$ cat src/rtl/plpd_map.svh
// Timing constants for the phase detector and output divider block.
// Assumes inclusion from design files clocked at 250 MHz.
`ifndef PLPD_MAP_SVH
`define PLPD_MAP_SVH
`define PLPD_CLK_PERIOD_PS   32'd4000
`define PLPD_STABLE_TIME_NS  32'd10000
`define PLPD_STABLE_CYCLES   ((`PLPD_STABLE_TIME_NS * 32'd1000) / `PLPD_CLK_PERIOD_PS)
`define PLPD_OSC_DIV_RESET   1'b0
`define PLPD_SYNC_RESET      5'h06
`define PLPD_EDGE_RESET      2'h0
`endif

$ cat src/rtl/plpd_pkg.sv
// Types shared by the phase detector and output divider block.
// Assumes no other package is present.
package plpd_pkg;
  typedef enum logic [1:0] {
    PLPD_DET_FLOAT,
    PLPD_DET_UP,
    PLPD_DET_DOWN
  } plpd_det_e;
endpackage : plpd_pkg

$ cat src/rtl/plpd_det_if.sv
// Interface carrying the synchronised detector inputs and the detector state.
// Assumes one clock domain shared by both modports.
`timescale 1ns/1ps
interface plpd_det_if;
  logic               ref_rise;
  logic               fb_rise;
  logic               stop;
  plpd_pkg::plpd_det_e state;
  modport core (input ref_rise, input fb_rise, input stop, output state);
  modport top  (output ref_rise, output fb_rise, output stop, input state);
endinterface : plpd_det_if

$ cat src/rtl/plpd_top.sv
// Digital model of a PLL building block: oscillator output stage with
// divide-by-one/two and inhibit, plus a tri-state phase/frequency detector.
// Assumes clk stands in for the oscillator; all pins but srst are asynchronous.
//
// Behaviour
// - With divide select high the output toggles at half rate, else at full rate.
// - Oscillator inhibit high stops oscillation and clears the divider and the settling count.
// - While inhibited the oscillator output stays low.
// - The detector is edge-triggered and compares reference and feedback phase.
// - Detector inhibit high floats the detector output.
// - Detector inhibit high stops comparison; low lets detection run.
// - The two inhibits act independently of each other.
// - Oscillation is stable within 10 microseconds of being enabled.
`timescale 1ns/1ps
`include "plpd_map.svh"
module plpd_top (
  input  wire logic clk,              // System clock, 250 MHz
  input  wire logic srst,             // Synchronous reset, active high
  input  wire logic div_sel_in,       // Divide-by-two select pin
  input  wire logic osc_stop_in,      // Oscillator inhibit pin
  input  wire logic ref_in,           // Reference frequency pin
  input  wire logic fb_in,            // Feedback counter pin
  input  wire logic detector_stop_in, // Detector inhibit pin
  output logic      osc_out,          // Oscillator output
  output logic      osc_stable,       // High once oscillation has settled
  output logic      detector_out,     // Detector output level
  output logic      detector_out_oe   // Detector output enable
);
  localparam int STABLE_CYCLES = `PLPD_STABLE_CYCLES;
  localparam int STABLE_W      = $clog2(STABLE_CYCLES + 1);
  localparam int N_PINS        = 5;

  // Bit positions of the pins inside the synchroniser vector
  localparam int PIN_SEL      = 0;
  localparam int PIN_OSC_STOP = 1;
  localparam int PIN_DET_STOP = 2;
  localparam int PIN_REF      = 3;
  localparam int PIN_FB       = 4;

  // Both inhibits start asserted so nothing runs before the pins are seen
  localparam logic [N_PINS-1:0] SYNC_RESET = `PLPD_SYNC_RESET;

  // Pin levels and edge history
  logic [N_PINS-1:0]   pin_raw;
  logic [N_PINS-1:0]   pin_sync;
  logic [1:0]          edge_last;
  logic                sel_half;
  logic                osc_hold;
  logic                det_hold;

  // Oscillator section
  logic                phase;
  logic                half_en;
  logic                div_half;
  logic                next_osc_out;
  logic [STABLE_W-1:0] settle_cnt;
  logic                settle_done;

  // Detector pins
  logic                next_detector_out;
  logic                next_detector_out_oe;

  plpd_det_if det ();

  assign pin_raw[PIN_SEL]      = div_sel_in;
  assign pin_raw[PIN_OSC_STOP] = osc_stop_in;
  assign pin_raw[PIN_DET_STOP] = detector_stop_in;
  assign pin_raw[PIN_REF]      = ref_in;
  assign pin_raw[PIN_FB]       = fb_in;

  // Two flops per pin; only the second stage is read by any logic
  for (genvar i = 0; i < N_PINS; i++) begin : g_sync
    logic meta;
    logic level;

    always_ff @(posedge clk) begin
      if (srst) begin
        meta <= SYNC_RESET[i];
      end else begin
        meta <= pin_raw[i];
      end
    end

    always_ff @(posedge clk) begin
      if (srst) begin
        level <= SYNC_RESET[i];
      end else begin
        level <= meta;
      end
    end

    assign pin_sync[i] = level;
  end

  // Last settled level of the two frequency pins; reset to the idle low
  // level so that no false edge follows reset
  always_ff @(posedge clk) begin
    if (srst) begin
      edge_last <= `PLPD_EDGE_RESET;
    end else begin
      edge_last <= {pin_sync[PIN_FB], pin_sync[PIN_REF]};
    end
  end

  assign sel_half = pin_sync[PIN_SEL];
  assign osc_hold = srst | pin_sync[PIN_OSC_STOP];
  assign det_hold = pin_sync[PIN_DET_STOP];

  // Oscillator section, independent of the detector
  always_ff @(posedge clk) begin
    if (osc_hold) begin
      phase <= `PLPD_OSC_DIV_RESET;
    end else begin
      phase <= ~phase;
    end
  end

  // One-cycle enable on every second clock drives the half-rate stage
  assign half_en = phase;

  always_ff @(posedge clk) begin
    if (osc_hold) begin
      div_half <= `PLPD_OSC_DIV_RESET;
    end else if (half_en) begin
      div_half <= ~div_half;
    end
  end

  // Inhibit wins over the select; the pin parks low while stopped
  always_comb begin
    next_osc_out = 1'b0;
    if (!osc_hold) begin
      if (sel_half) begin
        next_osc_out = div_half;
      end else begin
        next_osc_out = ~phase;
      end
    end
  end

  always_ff @(posedge clk) begin
    osc_out <= next_osc_out;
  end

  assign settle_done = (settle_cnt == STABLE_W'(STABLE_CYCLES));

  // Restarts on every inhibit; saturates so a long run never wraps it
  always_ff @(posedge clk) begin
    if (osc_hold) begin
      settle_cnt <= '0;
    end else if (!settle_done) begin
      settle_cnt <= settle_cnt + STABLE_W'(1);
    end
  end

  // Counts from the synchronised pin, so it lags the pin by two clocks
  always_ff @(posedge clk) begin
    if (osc_hold) begin
      osc_stable <= 1'b0;
    end else if (settle_done) begin
      osc_stable <= 1'b1;
    end
  end

  assign det.ref_rise = pin_sync[PIN_REF] & ~edge_last[0];
  assign det.fb_rise  = pin_sync[PIN_FB] & ~edge_last[1];
  assign det.stop     = det_hold;

  // Pairing of edges lives in the state machine
  plpd_det_core u_core (
    .clk  (clk),
    .srst (srst),
    .det  (det.core)
  );

  // Floated while inhibited or aligned; level is parked low when floated
  always_comb begin
    next_detector_out    = 1'b0;
    next_detector_out_oe = 1'b0;
    if (!det_hold) begin
      case (det.state)
        plpd_pkg::PLPD_DET_UP: begin
          next_detector_out    = 1'b1;
          next_detector_out_oe = 1'b1;
        end
        plpd_pkg::PLPD_DET_DOWN: begin
          next_detector_out    = 1'b0;
          next_detector_out_oe = 1'b1;
        end
        plpd_pkg::PLPD_DET_FLOAT: begin
          next_detector_out    = 1'b0;
          next_detector_out_oe = 1'b0;
        end
        default: begin
          next_detector_out    = 1'b0;
          next_detector_out_oe = 1'b0;
        end
      endcase
    end
  end

  // Registered so the pins never glitch on a state change
  always_ff @(posedge clk) begin
    if (srst) begin
      detector_out <= 1'b0;
    end else begin
      detector_out <= next_detector_out;
    end
  end

  always_ff @(posedge clk) begin
    if (srst) begin
      detector_out_oe <= 1'b0;
    end else begin
      detector_out_oe <= next_detector_out_oe;
    end
  end
endmodule : plpd_top

$ cat src/rtl/plpd_det_core.sv
// Edge-triggered phase/frequency detector state machine.
// Assumes edge pulses already synchronised to clk.
`timescale 1ns/1ps
module plpd_det_core (
  input  wire logic   clk,   // System clock
  input  wire logic   srst,  // Synchronous reset
  plpd_det_if.core    det    // Edge pulses and detector state
);
  plpd_pkg::plpd_det_e next_state;

  always_comb begin
    next_state = det.state;
    if (det.stop) begin
      next_state = plpd_pkg::PLPD_DET_FLOAT;
    end else begin
      case (det.state)
        plpd_pkg::PLPD_DET_FLOAT: begin
          // Coincident edges mean aligned: stay floating
          if (det.ref_rise && !det.fb_rise) next_state = plpd_pkg::PLPD_DET_UP;
          else if (det.fb_rise && !det.ref_rise) next_state = plpd_pkg::PLPD_DET_DOWN;
        end
        plpd_pkg::PLPD_DET_UP: begin
          if (det.fb_rise) next_state = plpd_pkg::PLPD_DET_FLOAT;
        end
        plpd_pkg::PLPD_DET_DOWN: begin
          if (det.ref_rise) next_state = plpd_pkg::PLPD_DET_FLOAT;
        end
        default: next_state = plpd_pkg::PLPD_DET_FLOAT;
      endcase
    end
  end

  always_ff @(posedge clk) begin
    if (srst) det.state <= plpd_pkg::PLPD_DET_FLOAT;
    else      det.state <= next_state;
  end
endmodule : plpd_det_core

$ cat config.mk
export PLATFORM = sky130hd
export DESIGN_NAME = plpd_top
export DESIGN_NICKNAME = d
export VERILOG_FILES = /design/src/rtl/plpd_pkg.sv /design/src/rtl/plpd_det_if.sv /design/src/rtl/plpd_top.sv /design/src/rtl/plpd_det_core.sv
export VERILOG_INCLUDE_DIRS = /design/src /design/src/rtl
export SDC_FILE = /design/constraint.sdc
export NUM_CORES = 1
export LEC_CHECK = 0
export ABC_AREA = 1
export BUFFER_PORTS_ARGS = -buffer_cell sky130_fd_sc_hd__buf_2
export CAP_MARGIN = 15
export CORE_MARGIN = 1.5
export CORE_UTILIZATION = 57
export DETAILED_ROUTE_END_ITERATION = 6
export MAX_ROUTING_LAYER = met4
export PLACE_DENSITY = 0.74
export SLEW_MARGIN = 20
export SYNTH_ARGS = -nofsm -noshare
export SYNTH_HDL_FRONTEND = slang
export SYNTH_HIERARCHICAL = 1
export SYNTH_SLANG_ARGS = --single-unit
$ cat constraint.sdc
create_clock -name clk -period 1.45 [get_ports clk]
set_clock_uncertainty 0.1 [all_clocks]
set_input_delay 0.145 -clock clk [delete_from_list [all_inputs] [get_ports clk]]
set_output_delay 0.145 -clock clk [all_outputs]
set_load 0.03 [all_outputs]
==> results.md <==
- Critical R2R Launch: settle_cnt[0]
- Slew @ Worst Pin: 0.394 ns
- PwrDens: 942 nW/um2
- # clock sinks: 32
- Reg2reg setup slack: 0.09 ns
- Clk root buf: clkbuf_4
- Yosys reg bits: 32
- Max-slew violation count: 0
- # nets final: 203
- Vias in the first global route: between 1k and 1.5k
- Synth Instances: 168
- RR Endpoint: settle_cnt[3]
- Die area: 2610 um2
- Min Tclk post-route: 1.36 ns
- Inserted Clock Buffers: 5
- Setup TNS: 0 ns
- Worst setup path endpoint: settle_cnt[3]
- DRC viols: 0
- CP peak stage delay: 0.35 ns
- Most frequent cells in the layout: dfxtp_1 (31), nand2_1 (29), inv_1 (24), nor2_1 (24), a21oi_1 (12)
- Crit. path cell count: 7
- Synthesized Nets: ~180
- Period utilisation layout: 93.5%
- Share of cells above drive strength 1: 23.3%
- GRT Util Overall: 22.5%
- Post-synthesis sequential area ratio: approximately half
- Total wire length: 2390 um
- Crit path max-delay cell type: dfxtp_1
- Chip Width: 51.1 um
- Critical path, cell by cell: inv_1 > ha_1 > nand3_1 > nor2_2 > nand2_2 > nand2_1 > nor2_1
- GP Congestion: roughly 0.85
- Area grow syn2layout: 18.1%
- Routed vias/inst: 4.90
- Inst Count DP: 207
- Crit path from: settle_cnt[0]
- Worst Hold Class: input pin to flop
- Worst ir drop on vdd: 0.887 mV
- Port Buffer Count: 10
- Status: finished clean
- WP data arrival: 1.48 ns
- H-tree levels: 2
- Via Count: 1084
- WL/cell: 10.8 um
- Commonest non-fill, non-tap cell in the layout: dfxtp_1
- Initial DRC count: 13
- Chip height: around 51 um
- Critical path's top delay family: simple AND/OR/NAND/NOR gates
- Leak pwr: 0.000611 uW
- Largest net degree at the start of global routing: 17
- Final setup fails: 0
- Num rows: 17
- Cell variety after synth: 24
- N_diodes: 0
- Core area: 2190 um2
- Number of antenna violations at the first check in global routing: 0
- CP Max Fanout: 5
- CP required: 1.58 ns
- First-pass GRT wire length: between 4000 and 5000 um
- Post-Layout Cell Count: about 220
- Startpoint class of the critical path: flop
- Clock Latency Late Sink: 0.33 ns
- Post-detail-place hpwl: 1630 um
- Hold Path Stages: 2
- Clock transition at the registers of the reported paths: 0.10 ns
- I/O pins: 11
- TritonCTS clock tree: yes
- Kind of critical path: flop to flop
- Yosys Warn Count: 6
- Clock Path Buffers: 2
- Worst rel slew slack: 73.6%
- Achievable frequency: 737 MHz
- GR Overflow Total: 0
- Initial Util: 60.3%
- Pre-antenna DRT Iters: 5
- Synthesized area: between 1000 and 1500 um2
- Syn avg cell area: a little under 8 um2
- Worst R2R Path Depth: 7
- Overall power: 1470 uW
- Crit path buffers/inverters: 1
- MaxCap Viol Count: 0
- Final Hold Vio Count: 0
- Critical path capture point type: flop
- DRT antenna net count: 0
-- synthesized netlist by cell type --
| library cell | count | area, um2 |
|---|---|---|
| nor2_2 | 4 | 25.0 |
| inv_1 | 24 | 90.1 |
| nor3_1 | 1 | 5.00 |
| buf_2 | 1 | 5.00 |
| nor3b_1 | 1 | 7.51 |
| nand2_1 | 29 | 109 |
| a31oi_1 | 1 | 6.26 |
| nand4_1 | 3 | 18.8 |
| xor2_1 | 1 | 8.76 |
| nor2_1 | 26 | 97.6 |
| nor3_2 | 1 | 10.0 |
| xnor2_1 | 3 | 26.3 |
| ha_1 | 4 | 50.1 |
| o21a_1 | 1 | 7.51 |
| dfxtp_1 | 32 | 641 |
| nand2_2 | 2 | 12.5 |
| clkbuf_1 | 1 | 3.75 |
| inv_2 | 2 | 7.51 |
| or2_2 | 4 | 25.0 |
| nor2_4 | 3 | 33.8 |
| nand3_1 | 9 | 45.0 |
| nand3_2 | 1 | 10.0 |
| a21oi_1 | 12 | 60.1 |
| nand3b_1 | 2 | 15.0 |
-- sequential cells by signal, summed over array words and instances, names as in the netlist --
register and flops:
detector_out 1, osc_out 1, det.stop 1, div_half 1
g_sync.level 4, settle_cnt 12, edge_last 2, osc_stable 1
detector_out_oe 1, g_sync.meta 5, u_core/det.state 2, half_en 1
-- where the power goes --
group	internal, uW	switching [uW]
clock	186	300
sequential	896	7.06
combinational	39.8	40.0
-- routing by layer --
layer  part of all wire (%)  up-vias  wire length [um]  track usage (%)
li1                       -      568                 -                -
met3                    4.5        4               107             7.31
met4                    1.9        0                46             9.91
met5                      0        -                 0                -
met1                     42      484              1010             25.5
met2                     51       28              1230             36.4
-- worst reg2reg max path: stages (launching register included) --
cell and delay [ns]:
dfxtp_1 0.35, inv_1 0.12, ha_1 0.16, nand3_1 0.08
nor2_2 0.22, nand2_2 0.11, nand2_1 0.08, nor2_1 0.03
-- area by class of cell --
type                    instances  area, um2
repair buffers                 19        130
clock inverters                 3       18.8
fillers                       179        632
flip-flops and latches         32        642
well taps                      28       35.0
multi-input cells             108        598
inverters                      26       97.6
clock buffers                   5       37.5
-- per-stage QoR --
stage	util [%]	hold WS, ns	setup slack, ns	cell area [um2]
global route	71.2	0.0412	-0.00744	1560
floorplan	-	0.149	0.188	1320
CTS	69.6	0.0393	0.0605	1530
finish	71.2	0.0377	0.0937	1560
global placement	64.8	0.231	0.162	1420
detailed placement	64.8	0.240	0.0775	1420
-- logic make-up after synthesis --
| kind of cell | after synthesis | synth area share (%) |
|---|---|---|
| flops | 32 | 48.5 |
| simple gates | 86 | 31.4 |
| buf+inv | 28 | 8.06 |
| xor+xnor | 4 | 2.65 |
| compound gates | 14 | 5.59 |
| fa+ha+maj | 4 | 3.79 |
-- repair_timing --
item | in CTS | in global routing
endpoints found under the setup margin | 0 | 3
hold endpoints to repair | 5 | 0
setup buffers | 0 | 1
hold buffers | 5 | 0
gates resized for setup | 0 | 6
-- worst min path at each step --
stage,startpoint,endpoint,slack (ns)
final,srst,g_sync[4].level,0.04
after CTS,srst,g_sync[4].level,0.04
after global placement,osc_stop_in,g_sync[1].meta,0.23
after global routing,srst,g_sync[4].level,0.04
after detailed placement,detector_stop_in,g_sync[2].meta,0.24
after floorplan,osc_stop_in,g_sync[1].meta,0.15
(Power assumes the default switching activity.)
